$ cat src/core/drive_word_pkg.sv
// Shared constants for the drive command and status word logic
// Behaviour
// - Command bits 1:0 pick one of four presets
// - Bit 2 low brakes with DC, stops
// - Bit 3 low coasts, high permits start
// - Bit 4 low requests quick stop ramp
// - Bit 5 low freezes present output frequency
// - While frozen only coast or brake stop
// - Bit 6 low ramps down, high permits start
// - Trip reset only on bit 7 rising
// - Bit 8 high selects jog speed
// - Bit 9 picks ramp pair one or two
// - Bit 10 low: whole word ignored
// - Bits 11, 12 drive relays when selected
// - Bit 13 picks set-up when multi set-up
// - Bit 15 reverses only with bus sources
// - Bus bits gate with inputs per selection
// - Status 0-2: control, drive ready, enabled
// - Status 3,4,6,7 faults; bit 5 zero
// - Status 8: speed equals reference
// - Status 9: bus control accepted
// - Status 10 in limits, 11 operating
// - Status 12-15 temperature, voltage, torque, timer
// - Reference and frequency: 16384 is full scale
package drive_word_pkg;
  // ****************************************************************
  // Word layout
  // ****************************************************************
  localparam int WORD_W = 16; // Command and status width
  localparam logic [15:0] CMD_RESET = 16'h0000; // Coasting after reset
  localparam int CB_REF_LSB = 0; // Preset index low bit
  localparam int CB_REF_MSB = 1; // Preset index high bit
  localparam int CB_RAMP_DC = 2; // Low means DC brake
  localparam int CB_NO_COAST = 3; // Low means coast
  localparam int CB_NO_QSTOP = 4; // Low means quick stop
  localparam int CB_USE_RAMP = 5; // Low means hold frequency
  localparam int CB_START = 6; // Low means ramp stop
  localparam int CB_RESET = 7; // Rising edge resets trip
  localparam int CB_JOG = 8; // Jog speed
  localparam int CB_RAMP2 = 9; // Second ramp pair
  localparam int CB_VALID = 10; // Word is valid
  localparam int CB_RELAY1 = 11; // Relay one
  localparam int CB_RELAY2 = 12; // Relay two
  localparam int CB_SETUP = 13; // Set-up choice
  localparam int CB_REVERSE = 15; // Reverse direction
  // ****************************************************************
  // Gating selections, shared by every combined function
  // ****************************************************************
  localparam logic [1:0] SEL_DIN = 2'h0; // Digital input only
  localparam logic [1:0] SEL_BUS = 2'h1; // Bus bit only
  localparam logic [1:0] SEL_AND = 2'h2; // Both must agree
  localparam logic [1:0] SEL_OR = 2'h3; // Either one
  // ****************************************************************
  // Scaling
  // ****************************************************************
  localparam logic [15:0] FULL_SCALE = 16'h4000; // 100 percent
  localparam int FULL_SCALE_SHIFT = 14; // log2 of full scale
endpackage : drive_word_pkg

$ cat src/core/drive_gate_select.sv
// Combines bus command bits with digital input functions
`timescale 1ns/1ps
module drive_gate_select #(
  parameter int WIDTH = 1 // Bits in the combined function
) (
  input wire logic [1:0] mode_in,
  input wire logic [WIDTH-1:0] bus_in,
  input wire logic [WIDTH-1:0] din_in,
  output logic [WIDTH-1:0] sel_out
);
  // ****************************************************************
  // Selection mux
  // ****************************************************************
  // Pure logic; the caller registers the result
  always_comb begin
    case (mode_in)
      drive_word_pkg::SEL_DIN: sel_out = din_in;
      drive_word_pkg::SEL_BUS: sel_out = bus_in;
      drive_word_pkg::SEL_AND: sel_out = bus_in & din_in;
      default: sel_out = bus_in | din_in;
    endcase
  end
endmodule : drive_gate_select

$ cat src/core/drive_ref_scaler.sv
// Scales a relative 16-bit reference to an absolute frequency
`timescale 1ns/1ps
module drive_ref_scaler (
  input wire logic mclk_in,
  input wire logic rst_b_in,
  input wire logic [15:0] rel_in,
  input wire logic [15:0] full_in,
  output logic [15:0] abs_out
);
  // ****************************************************************
  // Multiply and saturate
  // ****************************************************************
  logic signed [31:0] prod; // Relative times full-scale frequency
  logic signed [31:0] shifted; // Divided by the 100 percent value
  logic [15:0] abs_d; // Saturated result
  // Full scale is a power of two, so a shift replaces a divider
  always_comb begin
    prod = $signed(rel_in) * $signed(full_in);
    shifted = prod >>> drive_word_pkg::FULL_SCALE_SHIFT;
    if (shifted > 32'sh00007FFF) begin
      abs_d = 16'h7FFF; // Clip high
    end else if (shifted < -32'sh00008000) begin
      abs_d = 16'h8000; // Clip low
    end else begin
      abs_d = shifted[15:0];
    end
  end
  // Registered output
  always_ff @(posedge mclk_in) begin
    if (!rst_b_in) begin
      abs_out <= 16'h0000;
    end else begin
      abs_out <= abs_d;
    end
  end
endmodule : drive_ref_scaler

$ cat src/core/drive_control_status_word_logic.sv
// Command word decoder and status word builder for the drive
`timescale 1ns/1ps
module drive_control_status_word_logic (
  input wire logic mclk_in,
  input wire logic rst_b_in,
  // Telegram side, same clock
  input wire logic telegram_valid_in,
  input wire logic [15:0] command_word_in,
  input wire logic [15:0] speed_ref_in,
  // Settings, same clock
  input wire logic [1:0] preset_mode_in,
  input wire logic [1:0] coast_mode_in,
  input wire logic [1:0] start_mode_in,
  input wire logic [1:0] setup_mode_in,
  input wire logic [1:0] reverse_mode_in,
  input wire logic relay1_bus_sel_in,
  input wire logic relay2_bus_sel_in,
  input wire logic multi_setup_in,
  input wire logic [15:0] jog_speed_in,
  input wire logic [15:0] full_freq_in,
  // Digital input functions, from pins
  input wire logic [1:0] din_ref_sel_in,
  input wire logic din_no_coast_in,
  input wire logic din_start_in,
  input wire logic din_setup_in,
  input wire logic din_reverse_in,
  input wire logic din_dc_brake_in,
  // Drive state, same clock
  input wire logic control_ready_in,
  input wire logic drive_ready_in,
  input wire logic trip_in,
  input wire logic error_in,
  input wire logic trip_lock_in,
  input wire logic warning_in,
  input wire logic local_mode_in,
  input wire logic local_stop_in,
  input wire logic over_temp_stop_in,
  input wire logic dc_link_fault_in,
  input wire logic torque_limit_in,
  input wire logic thermal_timer_in,
  input wire logic [15:0] output_freq_in,
  input wire logic [15:0] low_limit_in,
  input wire logic [15:0] high_limit_in,
  // Decoded commands
  output logic [1:0] preset_index_out,
  output logic dc_brake_out,
  output logic coast_out,
  output logic quick_stop_out,
  output logic freeze_out,
  output logic ramp_stop_out,
  output logic run_enable_out,
  output logic trip_reset_out,
  output logic jog_out,
  output logic ramp_set_out,
  output logic relay1_out,
  output logic relay2_out,
  output logic setup_out,
  output logic reverse_out,
  output logic [15:0] speed_target_out,
  // Returned words
  output logic [15:0] drive_status_word_out,
  output logic [15:0] actual_output_frequency_value_out
);
  // Latency: word taken at the strobe edge, trip reset on that edge, other commands
  // one edge later, status one edge after that. Pins add two sync edges.
  // No stall exists; a word may follow every cycle.

  // ****************************************************************
  // Pin synchronisers
  // ****************************************************************
  logic [6:0] din_meta_q; // First stage, read only by second
  logic [6:0] din_sync_q; // Safe to use
  logic [1:0] din_ref_s; // Synchronised preset index
  logic din_no_coast_s; // Synchronised no-coast
  logic din_start_s; // Synchronised start
  logic din_setup_s; // Synchronised set-up
  logic din_reverse_s; // Synchronised reverse
  logic din_dc_brake_s; // Synchronised DC brake
  // Pins are asynchronous; the first stage may go metastable,
  // so only the second stage feeds any logic below
  // Two flops for every pin input
  always_ff @(posedge mclk_in) begin
    if (!rst_b_in) begin
      din_meta_q <= 7'h00;
      din_sync_q <= 7'h00;
    end else begin
      din_meta_q <= {din_ref_sel_in, din_no_coast_in, din_start_in,
                     din_setup_in, din_reverse_in, din_dc_brake_in};
      din_sync_q <= din_meta_q;
    end
  end
  assign {din_ref_s, din_no_coast_s, din_start_s, din_setup_s,
          din_reverse_s, din_dc_brake_s} = din_sync_q;

  // ****************************************************************
  // Command word capture
  // ****************************************************************
  logic [15:0] cmd_q; // Last valid command word
  logic [15:0] ref_q; // Last valid speed reference
  logic trip_reset_q; // One-cycle reset pulse
  logic take_word; // Strobe with valid bit set
  // Words with the valid bit low carry only parameter traffic
  assign take_word = telegram_valid_in &&
                     command_word_in[drive_word_pkg::CB_VALID];
  // Capture in a single edge so outputs move together
  always_ff @(posedge mclk_in) begin
    if (!rst_b_in) begin
      cmd_q <= drive_word_pkg::CMD_RESET;
      ref_q <= 16'h0000;
    end else if (take_word) begin
      cmd_q <= command_word_in;
      ref_q <= speed_ref_in;
    end
  end

  // Only valid words move the edge reference, so a refused word
  // between two valid ones cannot fake or hide a reset edge
  // Reset edge is judged against the previously captured word
  always_ff @(posedge mclk_in) begin
    if (!rst_b_in) begin
      trip_reset_q <= 1'b0;
    end else begin
      trip_reset_q <= take_word &&
                      command_word_in[drive_word_pkg::CB_RESET] &&
                      !cmd_q[drive_word_pkg::CB_RESET];
    end
  end

  // ****************************************************************
  // Gating with digital inputs
  // ****************************************************************
  logic [1:0] ref_sel; // Combined preset index
  logic no_coast; // Combined no-coast
  logic start_sel; // Combined start
  logic setup_sel; // Combined set-up
  logic rev_sel; // Combined reverse

  // One selector per combined function; mode inputs are settings
  // on this clock and may change between words
  drive_gate_select #(.WIDTH(2)) u_ref_gate (
    .mode_in(preset_mode_in),
    .bus_in(cmd_q[drive_word_pkg::CB_REF_MSB:drive_word_pkg::CB_REF_LSB]),
    .din_in(din_ref_s),
    .sel_out(ref_sel)
  );

  drive_gate_select #(.WIDTH(1)) u_coast_gate (
    .mode_in(coast_mode_in),
    .bus_in(cmd_q[drive_word_pkg::CB_NO_COAST]),
    .din_in(din_no_coast_s),
    .sel_out(no_coast)
  );

  drive_gate_select #(.WIDTH(1)) u_start_gate (
    .mode_in(start_mode_in),
    .bus_in(cmd_q[drive_word_pkg::CB_START]),
    .din_in(din_start_s),
    .sel_out(start_sel)
  );

  drive_gate_select #(.WIDTH(1)) u_setup_gate (
    .mode_in(setup_mode_in),
    .bus_in(cmd_q[drive_word_pkg::CB_SETUP]),
    .din_in(din_setup_s),
    .sel_out(setup_sel)
  );

  // Default digital-input source leaves the bus bit without effect
  drive_gate_select #(.WIDTH(1)) u_rev_gate (
    .mode_in(reverse_mode_in),
    .bus_in(cmd_q[drive_word_pkg::CB_REVERSE]),
    .din_in(din_reverse_s),
    .sel_out(rev_sel)
  );
  // ****************************************************************
  // Stop and run commands
  // ****************************************************************
  logic frozen; // Hold requested
  assign frozen = !cmd_q[drive_word_pkg::CB_USE_RAMP];

  // Trade-off: registering the stops costs a cycle, but every
  // command output but trip reset then changes on the same edge
  // Stop paths; a frozen frequency blocks ramp and quick stops
  always_ff @(posedge mclk_in) begin
    if (!rst_b_in) begin
      dc_brake_out <= 1'b0;
      coast_out <= 1'b1;
      quick_stop_out <= 1'b0;
      freeze_out <= 1'b0;
      ramp_stop_out <= 1'b0;
      run_enable_out <= 1'b0;
    end else begin
      dc_brake_out <= !cmd_q[drive_word_pkg::CB_RAMP_DC] ||
                      din_dc_brake_s;
      coast_out <= !no_coast;
      freeze_out <= frozen;
      quick_stop_out <= !cmd_q[drive_word_pkg::CB_NO_QSTOP] &&
                        !frozen;
      ramp_stop_out <= !start_sel && !frozen;
      // Start needs every stop condition released
      run_enable_out <= no_coast && start_sel && !din_dc_brake_s &&
                        cmd_q[drive_word_pkg::CB_RAMP_DC] &&
                        cmd_q[drive_word_pkg::CB_NO_QSTOP];
    end
  end

  assign trip_reset_out = trip_reset_q;

  // ****************************************************************
  // Selections, relays and direction
  // ****************************************************************
  // Limitation: with multi set-up off the output does not fall
  // back to set-up 1; it keeps the last choice
  // Set-up holds its last value while multi set-up is off
  always_ff @(posedge mclk_in) begin
    if (!rst_b_in) begin
      preset_index_out <= 2'h0;
      jog_out <= 1'b0;
      ramp_set_out <= 1'b0;
      relay1_out <= 1'b0;
      relay2_out <= 1'b0;
      setup_out <= 1'b0;
      reverse_out <= 1'b0;
    end else begin
      preset_index_out <= ref_sel;
      jog_out <= cmd_q[drive_word_pkg::CB_JOG];
      ramp_set_out <= cmd_q[drive_word_pkg::CB_RAMP2];
      relay1_out <= relay1_bus_sel_in &&
                    cmd_q[drive_word_pkg::CB_RELAY1];
      relay2_out <= relay2_bus_sel_in &&
                    cmd_q[drive_word_pkg::CB_RELAY2];
      if (multi_setup_in) begin
        setup_out <= setup_sel;
      end
      reverse_out <= rev_sel;
    end
  end

  // ****************************************************************
  // Reference scaling
  // ****************************************************************
  // Jog replaces the bus reference; both are relative values
  logic [15:0] rel_src; // Jog speed or bus reference
  assign rel_src = cmd_q[drive_word_pkg::CB_JOG] ? jog_speed_in : ref_q;
  drive_ref_scaler u_scaler (
    .mclk_in(mclk_in),
    .rst_b_in(rst_b_in),
    .rel_in(rel_src),
    .full_in(full_freq_in),
    .abs_out(speed_target_out)
  );

  // ****************************************************************
  // Status word
  // ****************************************************************
  logic [15:0] stat_d; // Next status word
  logic in_limits; // Frequency inside low and high limits
  logic freq_pos; // Frequency above zero
  // Strict compare: a frequency sitting on a limit reads as out
  assign in_limits = ($signed(output_freq_in) > $signed(low_limit_in)) &&
                     ($signed(output_freq_in) < $signed(high_limit_in));
  assign freq_pos = $signed(output_freq_in) > $signed(16'h0000);

  // Bit 5 is reserved and stays zero
  always_comb begin
    stat_d = 16'h0000;
    stat_d[0] = control_ready_in;
    stat_d[1] = drive_ready_in;
    stat_d[2] = !coast_out;
    stat_d[3] = trip_in;
    stat_d[4] = error_in;
    stat_d[6] = trip_lock_in;
    stat_d[7] = warning_in;
    stat_d[8] = output_freq_in == rel_src;
    stat_d[9] = !local_mode_in && !local_stop_in;
    stat_d[10] = in_limits;
    stat_d[11] = run_enable_out || freq_pos;
    stat_d[12] = over_temp_stop_in;
    stat_d[13] = dc_link_fault_in;
    stat_d[14] = torque_limit_in;
    stat_d[15] = thermal_timer_in;
  end

  // Status and returned frequency, one register stage
  always_ff @(posedge mclk_in) begin
    if (!rst_b_in) begin
      drive_status_word_out <= 16'h0000;
      actual_output_frequency_value_out <= 16'h0000;
    end else begin
      drive_status_word_out <= stat_d;
      actual_output_frequency_value_out <= output_freq_in;
    end
  end
endmodule : drive_control_status_word_logic

$ cat config.mk
export PLATFORM = sky130hd
export DESIGN_NAME = drive_control_status_word_logic
export DESIGN_NICKNAME = d
export VERILOG_FILES = /design/src/core/drive_word_pkg.sv /design/src/core/drive_gate_select.sv /design/src/core/drive_ref_scaler.sv /design/src/core/drive_control_status_word_logic.sv
export SDC_FILE = /design/constraint.sdc
export NUM_CORES = 1
export LEC_CHECK = 0
export BUFFER_PORTS_ARGS = -buffer_cell sky130_fd_sc_hd__buf_2
export CORE_UTILIZATION = 50
export CTS_CLUSTER_DIAMETER = 80
export CTS_CLUSTER_SIZE = 14
export DETAILED_ROUTE_END_ITERATION = 8
export GPL_ROUTABILITY_DRIVEN = 0
export PLACE_DENSITY = 0.79
export SLEW_MARGIN = 40
export SYNTH_ARGS = -nofsm -noshare
export SYNTH_HDL_FRONTEND = slang
export SYNTH_SLANG_ARGS = --single-unit
export TNS_END_PERCENT = 50
$ cat constraint.sdc
create_clock -name mclk_in -period 9.85 [get_ports mclk_in]
set_input_delay 1.97 -clock mclk_in [delete_from_list [all_inputs] [get_ports mclk_in]]
set_output_delay 1.97 -clock mclk_in [all_outputs]
set_load 0.02 [all_outputs]
; ---- Yosys cells after proc, flatten, opt, wreduce, memory -nomap -nowiden
; Index checks and enable logic that the tools add are counted.
[totals]
elab_cells = 90
regBits = 109
[classes]
mul = 1
magnitude_cmp = 5
mux = 8
eq_ne = 11
bitwise = 11
n_reduce_logical = 31
[op_table]
columns = operator, count
row1 = $mul 16x16->32, 1
row2 = $mux 16, 2
row3 = $gt 18x16->1 const B, 1
row4 = $lt 18x16->1 const B, 1
row5 = $eq 16x16->1, 1
row6 = $gt 16x1->1 const B, 1
row7 = $gt 16x16->1, 1
row8 = $lt 16x16->1, 1
row9 = $mux 15, 1
row10 = $logic_and 1x1->1, 13
row11 = $pmux 1 s3, 4
row12 = $eq 2x1->1 const B, 5
row13 = $eq 2x2->1 const B, 5
row14 = $logic_not 1->1, 10
row15 = $logic_not 2->1, 5
row16 = $pmux 2 s3, 1
row17 = $and 1x1->1, 4
row18 = $or 1x1->1, 4
row19 = $and 2x2->2, 1
row20 = $logic_or 1x1->1, 2
row21 = $or 2x2->2, 1
row22 = $reduce_or 2->1, 1
row23 = $not 1->1, 1

; ---- Depth between registers and ports, before layout
; Gate-level depths: netlist (run 1).
[logic_depth]
ltp_word = 6
mapped_depth = 27
mapped_depth_nobuf = 23

; ---- Hierarchy
; From an unflattened synthesis (run 1), not the netlist that was laid out.
[unflattened]
hier_cells = 1598
area_unflattened_um2 = 14482.6
[modules_own_cells]
columns = module, area_each_um2, instances, cells_per_inst, seq_area_each_um2
row1 = drive_ref_scaler, 10358.7, 1, 1150, 320.3
row2 = drive_control_status_word_logic, 3987.6, 1, 425, 1801.7
row3 = drive_gate_select (u_coast_gate ...), 22.5, 4, 4, 0.0
row4 = drive_gate_select (u_ref_gate), 46.3, 1, 7, 0.0

; ---- Least setup slack after synthesis (run 1)
; OpenSTA, ideal clock, no wires.
[synth_timing]
path_type = input to register
from = in jog_speed_in[15]
to = reg u_scaler.abs_out[10]
t_arrival_ns = 8.384
required_ns = 9.727
n_path_buf = 3
setup_slack_ns = 1.343
path_stages = 23
setup_ns = 0.123
path_cell_list = mux2_2 > clkbuf_1 > nand2_1 > inv_1 > fa_1 > fa_1 > inv_1 > fa_1 > fa_1 > inv_1 > fa_1 > fa_1 > ha_1 > clkbuf_2 > nand4_1 > nor3_1 > nand3_1 > a31o_1 > a311oi_1 > nor4b_1 > o41ai_4 > buf_6 > o21ai_2
[synth_via]
elab_chain_len = 5
elab_cells_between_ends = 6
classes_between = mul (1) / order compare (2) / mux (3)
[synth_rtl]
columns = element, line_no
row1 = "start, declared", drive_control_status_word_logic.sv:19  ; input wire logic [15:0] jog_speed_in,
row2 = $mux 16 *, drive_control_status_word_logic.sv:244  ; assign rel_src = cmd_q[drive_word_pkg::CB_JOG] ? jog_speed_in : ref_q;
row3 = $mul 16x16->32 *, drive_ref_scaler.sv:18  ; prod = $signed(rel_in) * $signed(full_in);
row4 = $lt 18x16->1, drive_ref_scaler.sv:22  ; end else if (shifted < -32'sh00008000) begin
row5 = $mux 16, drive_ref_scaler.sv:22
row6 = $mux 15 *, drive_ref_scaler.sv:20  ; if (shifted > 32'sh00007FFF) begin
row7 = "end signal, assigned", drive_ref_scaler.sv:33  ; abs_out <= abs_d;
row8 = "end, declared", drive_ref_scaler.sv:8  ; output logic [15:0] abs_out
; Every way passes the cells marked *; elsewhere a longest branch is shown, timed or not.
; A chain may end at the register's enable or synchronous reset.

; ---- Worst setup path after layout (run 1)
[layout_timing]
from = in jog_speed_in[15]
to = reg u_scaler.abs_out[8]
; Same word-level chain as after synthesis.

==> results.ini, run 1 <==
[global_route]
gr-total-overflow=0
grt_pass1_wl_um=61300
antenna_found_initial=1
grt_start_max_net_pins=90
grt_pass1_vias=12300
grt_use_total_pct=25.7

[timing]
hold_viol_final=0
period_needed_ns=8.93
finalSetupTns_ns=0
relSlewSlack_pct=50.9
rsz0062_at_grt=no
final_max_slew_viol_count=0
worst-slew-pin-transition_ns=0.736
setup_viol=0
finalCritPeriodShare_pct=90.7
clock_skew_ns=0.0129
worst_slack_ns=0.920
fmax_mhz=112

[route]
drc=0
vias=11500
via_per_inst=5.30
drt_iter0_markers=628
final_antenna_net_count=0
wl_um=36400
wire_per_inst_um=16.8
drtPass1Iterations=5

[die]
row_count=62
core_area_mm2=0.0286
ios=210
die_w_um=173
die_h_um=173
dieArea_mm2=0.0298
start_util_pct=50.8

[yosys]
yosysSeqAreaShare_pct=14.6
synth_edf_count=0
synth_area_per_cell_um2=9.03
synth_nets=2128
synth-simple-area-share_pct=17.0
ys_async_sr_fraction_pct=0
synth_cells=1610
yosysUniqueCellTypes=63
yosys_warnings=0
synthMuxAreaShare_pct=1.55
synthXorXnorAreaFrac_pct=2.65
yosys.area_share.adder_pct=45.4
synth_top_flop_cell=dfxtp_1
synth_top_family_by_area=adder cells
synth_area_mm2=0.0145
synth_compound_area_share_pct=8.36
ys_ff_latch=106

[layout]
drive_gt1_share_pct=14.9
final_cell_mix=inv_1 (342), fa_1 (261), nand2_1 (211)
final_nets=2294
layout_commonest_cell=inv_1
syn_to_final_growth_pct=11.4

[power_and_ir_drop]
power_density_mw_per_mm2=230
vdd_drop_max_mv=0.382
totalPowerFinal_w=0.00372
p_leak_nw=8.27

[setup_path]
crit_fanout=17
critPathCaptureType=register
cp.arrival_ns=9.18
crit_required_ns=10.10
r2r-end=u_scaler.abs_out[8]$_SDFF_PN0_
rr_startpoint=cmd_q[8]$_SDFFE_PN0P_
worstSetupPathType=in -> reg
rrSetupSlack_ns=2.16
startpoint_type=primary input
rr_worst_depth=23

[hold_path]
worstHoldStart=cmd_q[7]$_SDFFE_PN0P_
hold_end=trip_reset_out$_SDFF_PN0_
whs_path_depth=1
hp-class=reg -> reg

[clock_tree]
clkTransAtPathRegs_ns=0.09
clockBufferDepth=2
worstSkewPairLatency_ns=0.36
h-tree-depth=3
hold_buffers=0
cts.sinks=106
cts_root_buf=clkbuf_16
cts_resized=0
cts_buffers=9
post_cts_buffers=0
cts_tree=done

[placed_design]
pre_cts_slack_ns=0.603
io_buffers=207
dpl.hpwl_um=29500

[run_status]
status=complete, no violations

[flow_run]
drv_cap=0

## layout make-up
class | instances | area (µm²)
clock buffer | 9 | 225
sequential | 106 | 2120
timing repair buffer | 214 | 1090
tap | 384 | 480
clock inverter | 7 | 93.8
antenna | 1 | 2.50
multi-input combinational | 1103 | 10900
inverter | 342 | 1280
fill | 2556 | 12400
## metal layers
layer	vias up	share of wire, %	track usage [%]
met5	-	0	0
met3	76	5.7	3.76
met1	5768	42	33.7
li1	5236	-	-
met2	390	50	44.1
met4	0	2.5	7.25
## worst max-delay path, cell delays in order
cell and delay (ns):
buf_2 0.10, mux2_2 0.44, nand2_1 0.19, inv_1 0.10, fa_1 0.78, fa_1 0.54
buf_4 0.21, fa_1 0.48, fa_1 0.52, fa_1 0.50, inv_1 0.05, fa_1 0.47
inv_1 0.04, ha_1 0.37, nand2_1 0.18, nor3_1 0.34, nand3_1 0.16, a31o_1 0.25
a311oi_1 0.33, nor4b_1 0.14, o41ai_4 0.63, buf_4 0.29, o21ai_2 0.08
## Yosys cell counts, drive strengths merged (3+ instances only)
cell type / n / area (µm²)
o21a: 10 / 75.1
nand3: 10 / 55.1
inv: 342 / 1280
o211ai: 6 / 45.0
o21bai: 6 / 45.0
mux2i: 3 / 33.8
a21boi: 38 / 285
a221oi: 3 / 26.3
a41oi: 3 / 26.3
buf: 5 / 32.5
nor2: 39 / 146
dfxtp: 106 / 2120
nand4: 11 / 68.8
or3: 5 / 31.3
a31oi: 5 / 31.3
o21ai: 36 / 218
mux2: 17 / 191
a21o: 14 / 105
clkbuf: 54 / 205
xor2: 10 / 87.6
ha: 110 / 1380
nor3: 13 / 65.1
fa: 261 / 5230
nor4: 8 / 50.1
nand2b: 8 / 50.1
nor2b: 7 / 43.8
and3: 4 / 25.0
a21oi: 32 / 160
nand2: 212 / 796
xnor2: 34 / 298
and2: 166 / 1040
## where the power goes
part           internal [W]  leakage [nW]  switching [W]
logic               0.00113          7.24        0.00170
clock network      0.000185         0.154       0.000189
registers          0.000497         0.875      0.0000187
## state kept, by name (all words and copies together) (netlist names), 2 cells and up
| signal | cells |
|---|---|
| actual_output_frequency_value_out | 16 |
| ref_q | 16 |
| u_scaler.abs_out | 16 |
| drive_status_word_out | 15 |
| cmd_q | 14 |
| din_meta_q | 7 |
| din_sync_q | 7 |
| preset_index_out | 2 |
## through the flow
step / area, µm² / utilization, % / instances / hold WS (ns)
floorplan: 14500 / - / 1610 / 0.397
global placement: 15900 / 55.5 / 2149 / 0.401
detailed placement: 15900 / 55.5 / 2149 / 0.409
CTS: 16200 / 56.6 / 2165 / 0.424
global route: 16200 / 56.6 / 2166 / 0.443
finish: 16200 / 56.6 / 2166 / 0.423
## how the worst max path moves through the flow
stage | to | depth (start not counted) | start | slack, ns
after detailed placement | u_scaler.abs_out[6]$_SDFF_PN0_ | 23 | jog_speed_in[15] | 0.60
after CTS | u_scaler.abs_out[6]$_SDFF_PN0_ | 23 | jog_speed_in[15] | 0.96
after global placement | u_scaler.abs_out[9]$_SDFF_PN0_ | 23 | jog_speed_in[15] | 0.78
final | u_scaler.abs_out[8]$_SDFF_PN0_ | 23 | jog_speed_in[15] | 0.92
after global routing | u_scaler.abs_out[6]$_SDFF_PN0_ | 23 | jog_speed_in[15] | 0.61
after floorplan | u_scaler.abs_out[10]$_SDFF_PN0_ | 23 | jog_speed_in[15] | 1.34
## cells by family (layout without fill, tap and decap cells)
group | after synthesis | count (layout)
compound gates | 172 | 172
xor+xnor | 44 | 44
fa+ha+maj | 371 | 371
buf+inv | 401 | 572
flops | 106 | 106
mux | 20 | 20
other cells | 1 | 2
simple gates | 495 | 495
Power figures use the tool's default switching activity.
==> inputs of run 2 (changes only) <==
CORE_ASPECT_RATIO = 0.9   (was not set)
==> run 2 against run 1 <==
Compared with the run above:
- power increased by 0.87%
- cell count decreased by 1.2%
- clock skew decreased by 0.0034 ns
- critical path depth decreased by 1
- flip-flop and latch count unchanged
- cell area decreased by 0.43%
==> results.ini, run 2 (synthesized netlist as in run 1, its figures left out) <==
[timing]
worst-slew-pin-transition_ns=0.682  ; was 0.736 ns
relSlewSlack_pct=54.5  ; was 50.9%
finalCritPeriodShare_pct=90.2  ; was 90.7%
rsz0062_at_grt=no  ; unchanged
period_needed_ns=8.89  ; was 8.93 ns
fmax_mhz=113  ; was 112 MHz
final_max_slew_viol_count=0  ; unchanged
hold_viol_final=0  ; unchanged
setup_viol=0  ; unchanged
worst_slack_ns=0.965  ; was 0.920 ns
clock_skew_ns=0.00945  ; was 0.0129 ns
finalSetupTns_ns=0  ; unchanged

[setup_path]
crit_fanout=17  ; unchanged
crit_required_ns=10.09  ; was 10.10 ns
worstSetupPathType=in -> reg  ; unchanged
startpoint_type=primary input  ; unchanged
cp.arrival_ns=9.13  ; was 9.18 ns
critPathCaptureType=register  ; unchanged

[route]
via_per_inst=5.30  ; about the same
final_antenna_net_count=0  ; unchanged
drt_iter0_markers=663  ; was 628
wire_per_inst_um=17.0  ; was 16.8 µm
vias=11300  ; was 11500
wl_um=36300  ; was 36400 µm
drc=0  ; unchanged
drtPass1Iterations=5  ; unchanged

[flow_run]
drv_cap=0  ; unchanged

[global_route]
grt_pass1_wl_um=60400  ; was 61300 µm
grt_use_met3_pct=4.83  ; was 3.76%
grt_busiest_layer=met2  ; unchanged
grt_use_total_pct=26.0  ; was 25.7%
grt_pass1_vias=11900  ; was 12300
gr-total-overflow=0  ; unchanged
grt_util_met2_pct=44.4  ; was 44.1%
grtUsageMet1_pct=33.9  ; was 33.7%
antenna_found_initial=0  ; was 1
grt_start_max_net_pins=48  ; was 90

[clock_tree]
h-tree-depth=3  ; unchanged
clkTransAtPathRegs_ns=0.08  ; was 0.09 ns
cts_tree=done  ; unchanged
cts_resized=0  ; unchanged
cts_buffers=9  ; unchanged
hold_buffers=0  ; unchanged
cts_root_buf=clkbuf_16  ; unchanged
worstSkewPairLatency_ns=0.36  ; about the same
post_cts_buffers=0  ; unchanged
clockBufferDepth=2  ; unchanged
cts.sinks=106  ; unchanged

[power_and_ir_drop]
vdd_drop_max_mv=0.276  ; was 0.382 mV
p_sw_share_pct=51.5  ; was 51.2%
power_density_mw_per_mm2=233  ; was 230 mW/mm²
share_seq_of_total_power_pct=13.7  ; was 13.9%
p_int_w=0.00182  ; was 0.00181 W
pwr-share-comb_pct=76.8  ; was 76.1%
switchingPower_w=0.00193  ; was 0.00190 W
p_leak_nw=8.25  ; was 8.27 nW
totalPowerFinal_w=0.00375  ; was 0.00372 W
clockPowerShare_pct=9.6  ; was 10.1%

[layout]
multi_input_area_mm2=0.0109  ; unchanged
final_cell_mix=inv_1 (342), fa_1 (261), nand2_1 (211)  ; unchanged
instances_no_fill=2139  ; was 2166
syn_to_final_growth_pct=10.9  ; was 11.4%
drive_gt1_share_pct=14.8  ; was 14.9%
seqCellArea_mm2=0.00212  ; unchanged
antenna_cells=0  ; was 1
layout_commonest_cell=inv_1  ; unchanged
fillerInstances=2465  ; was 2556
final_nets=2292  ; was 2294
top_regs=actual_output_frequency_value_out x16, ref_q x16, u_scaler.abs_out x16  ; unchanged

[die]
start_util_pct=51.5  ; was 50.8%
row_count=58  ; was 62
die_h_um=164  ; was 173 µm
dieArea_mm2=0.0298  ; about the same
core_area_mm2=0.0282  ; was 0.0286 mm²
die_w_um=182  ; was 173 µm
ios=210  ; unchanged

[placed_design]
io_buffers=207  ; unchanged
pre_cts_slack_ns=0.677  ; was 0.603 ns
dpl.hpwl_um=29400  ; was 29500 µm
dp_cells=2123  ; was 2149

[run_status]
status=complete, no violations  ; unchanged

[hold_path]
hp-class=reg -> reg  ; unchanged

run 2: layout make-up:
type / count / share of cell area (%)
flip-flops and latches: 106 / 13.2
clock buffers: 11 / 1.57
clock inverters: 5 / 0.272
repair buffers: 212 / 6.66
well taps: 360 / 2.79
inverters: 342 / 7.96
multi-input cells: 1103 / 67.6
run 2: worst paths after layout:
kind	startpoint	end	slack [ns]	cells after the start
min	coast_out$_SDFF_PN1_	drive_status_word_out[2]$_SDFF_PN0_	0.42	1
max	jog_speed_in[15]	u_scaler.abs_out[14]$_SDFF_PN0_	0.96	22
min reg2reg	coast_out$_SDFF_PN1_	drive_status_word_out[2]$_SDFF_PN0_	0.42	1
max reg2reg	cmd_q[8]$_SDFFE_PN0P_	u_scaler.abs_out[14]$_SDFF_PN0_	1.95	22
run 2: stage by stage:
step,hold slack (ns),util [%],area (µm²)
floorplan,0.397,-,14500
global route,0.435,57.1,16100
finish,0.416,57.1,16100
detailed placement,0.406,56.1,15800
CTS,0.421,57.1,16100
global placement,0.405,56.1,15800
run 2: critical path, stage by stage:
cell and delay [ns]:
buf_2 0.09, mux2_2 0.44, nand2_1 0.18, inv_1 0.10, fa_1 0.64, fa_1 0.85, inv_1 0.22, fa_1 0.48
fa_1 0.55, inv_1 0.06, fa_1 0.55, fa_1 0.43, ha_1 0.43, nand4_1 0.19, nor3_1 0.29, nand3_1 0.15
a31o_1 0.24, a311oi_1 0.36, o221ai_1 0.19, nand4b_1 0.35, buf_4 0.28, o31ai_1 0.10
run 2: routing by layer:
metal	vias up	wire [µm]
met3	52	2720
met1	5651	15000
met2	409	17700
met4	0	808
li1	5227	-
met5	-	0
run 2: power by group through the flow:
stage | sequential (W) | combinational [W] | clock [W]
after floorplan | 0.000569 | 0.00211 | 0
after global placement | 0.000522 | 0.00275 | 0
after detailed placement | 0.000521 | 0.00283 | 0
after CTS | 0.000512 | 0.00286 | 0.000366
after global routing | 0.000516 | 0.00323 | 0.000383
final | 0.000512 | 0.00288 | 0.000359
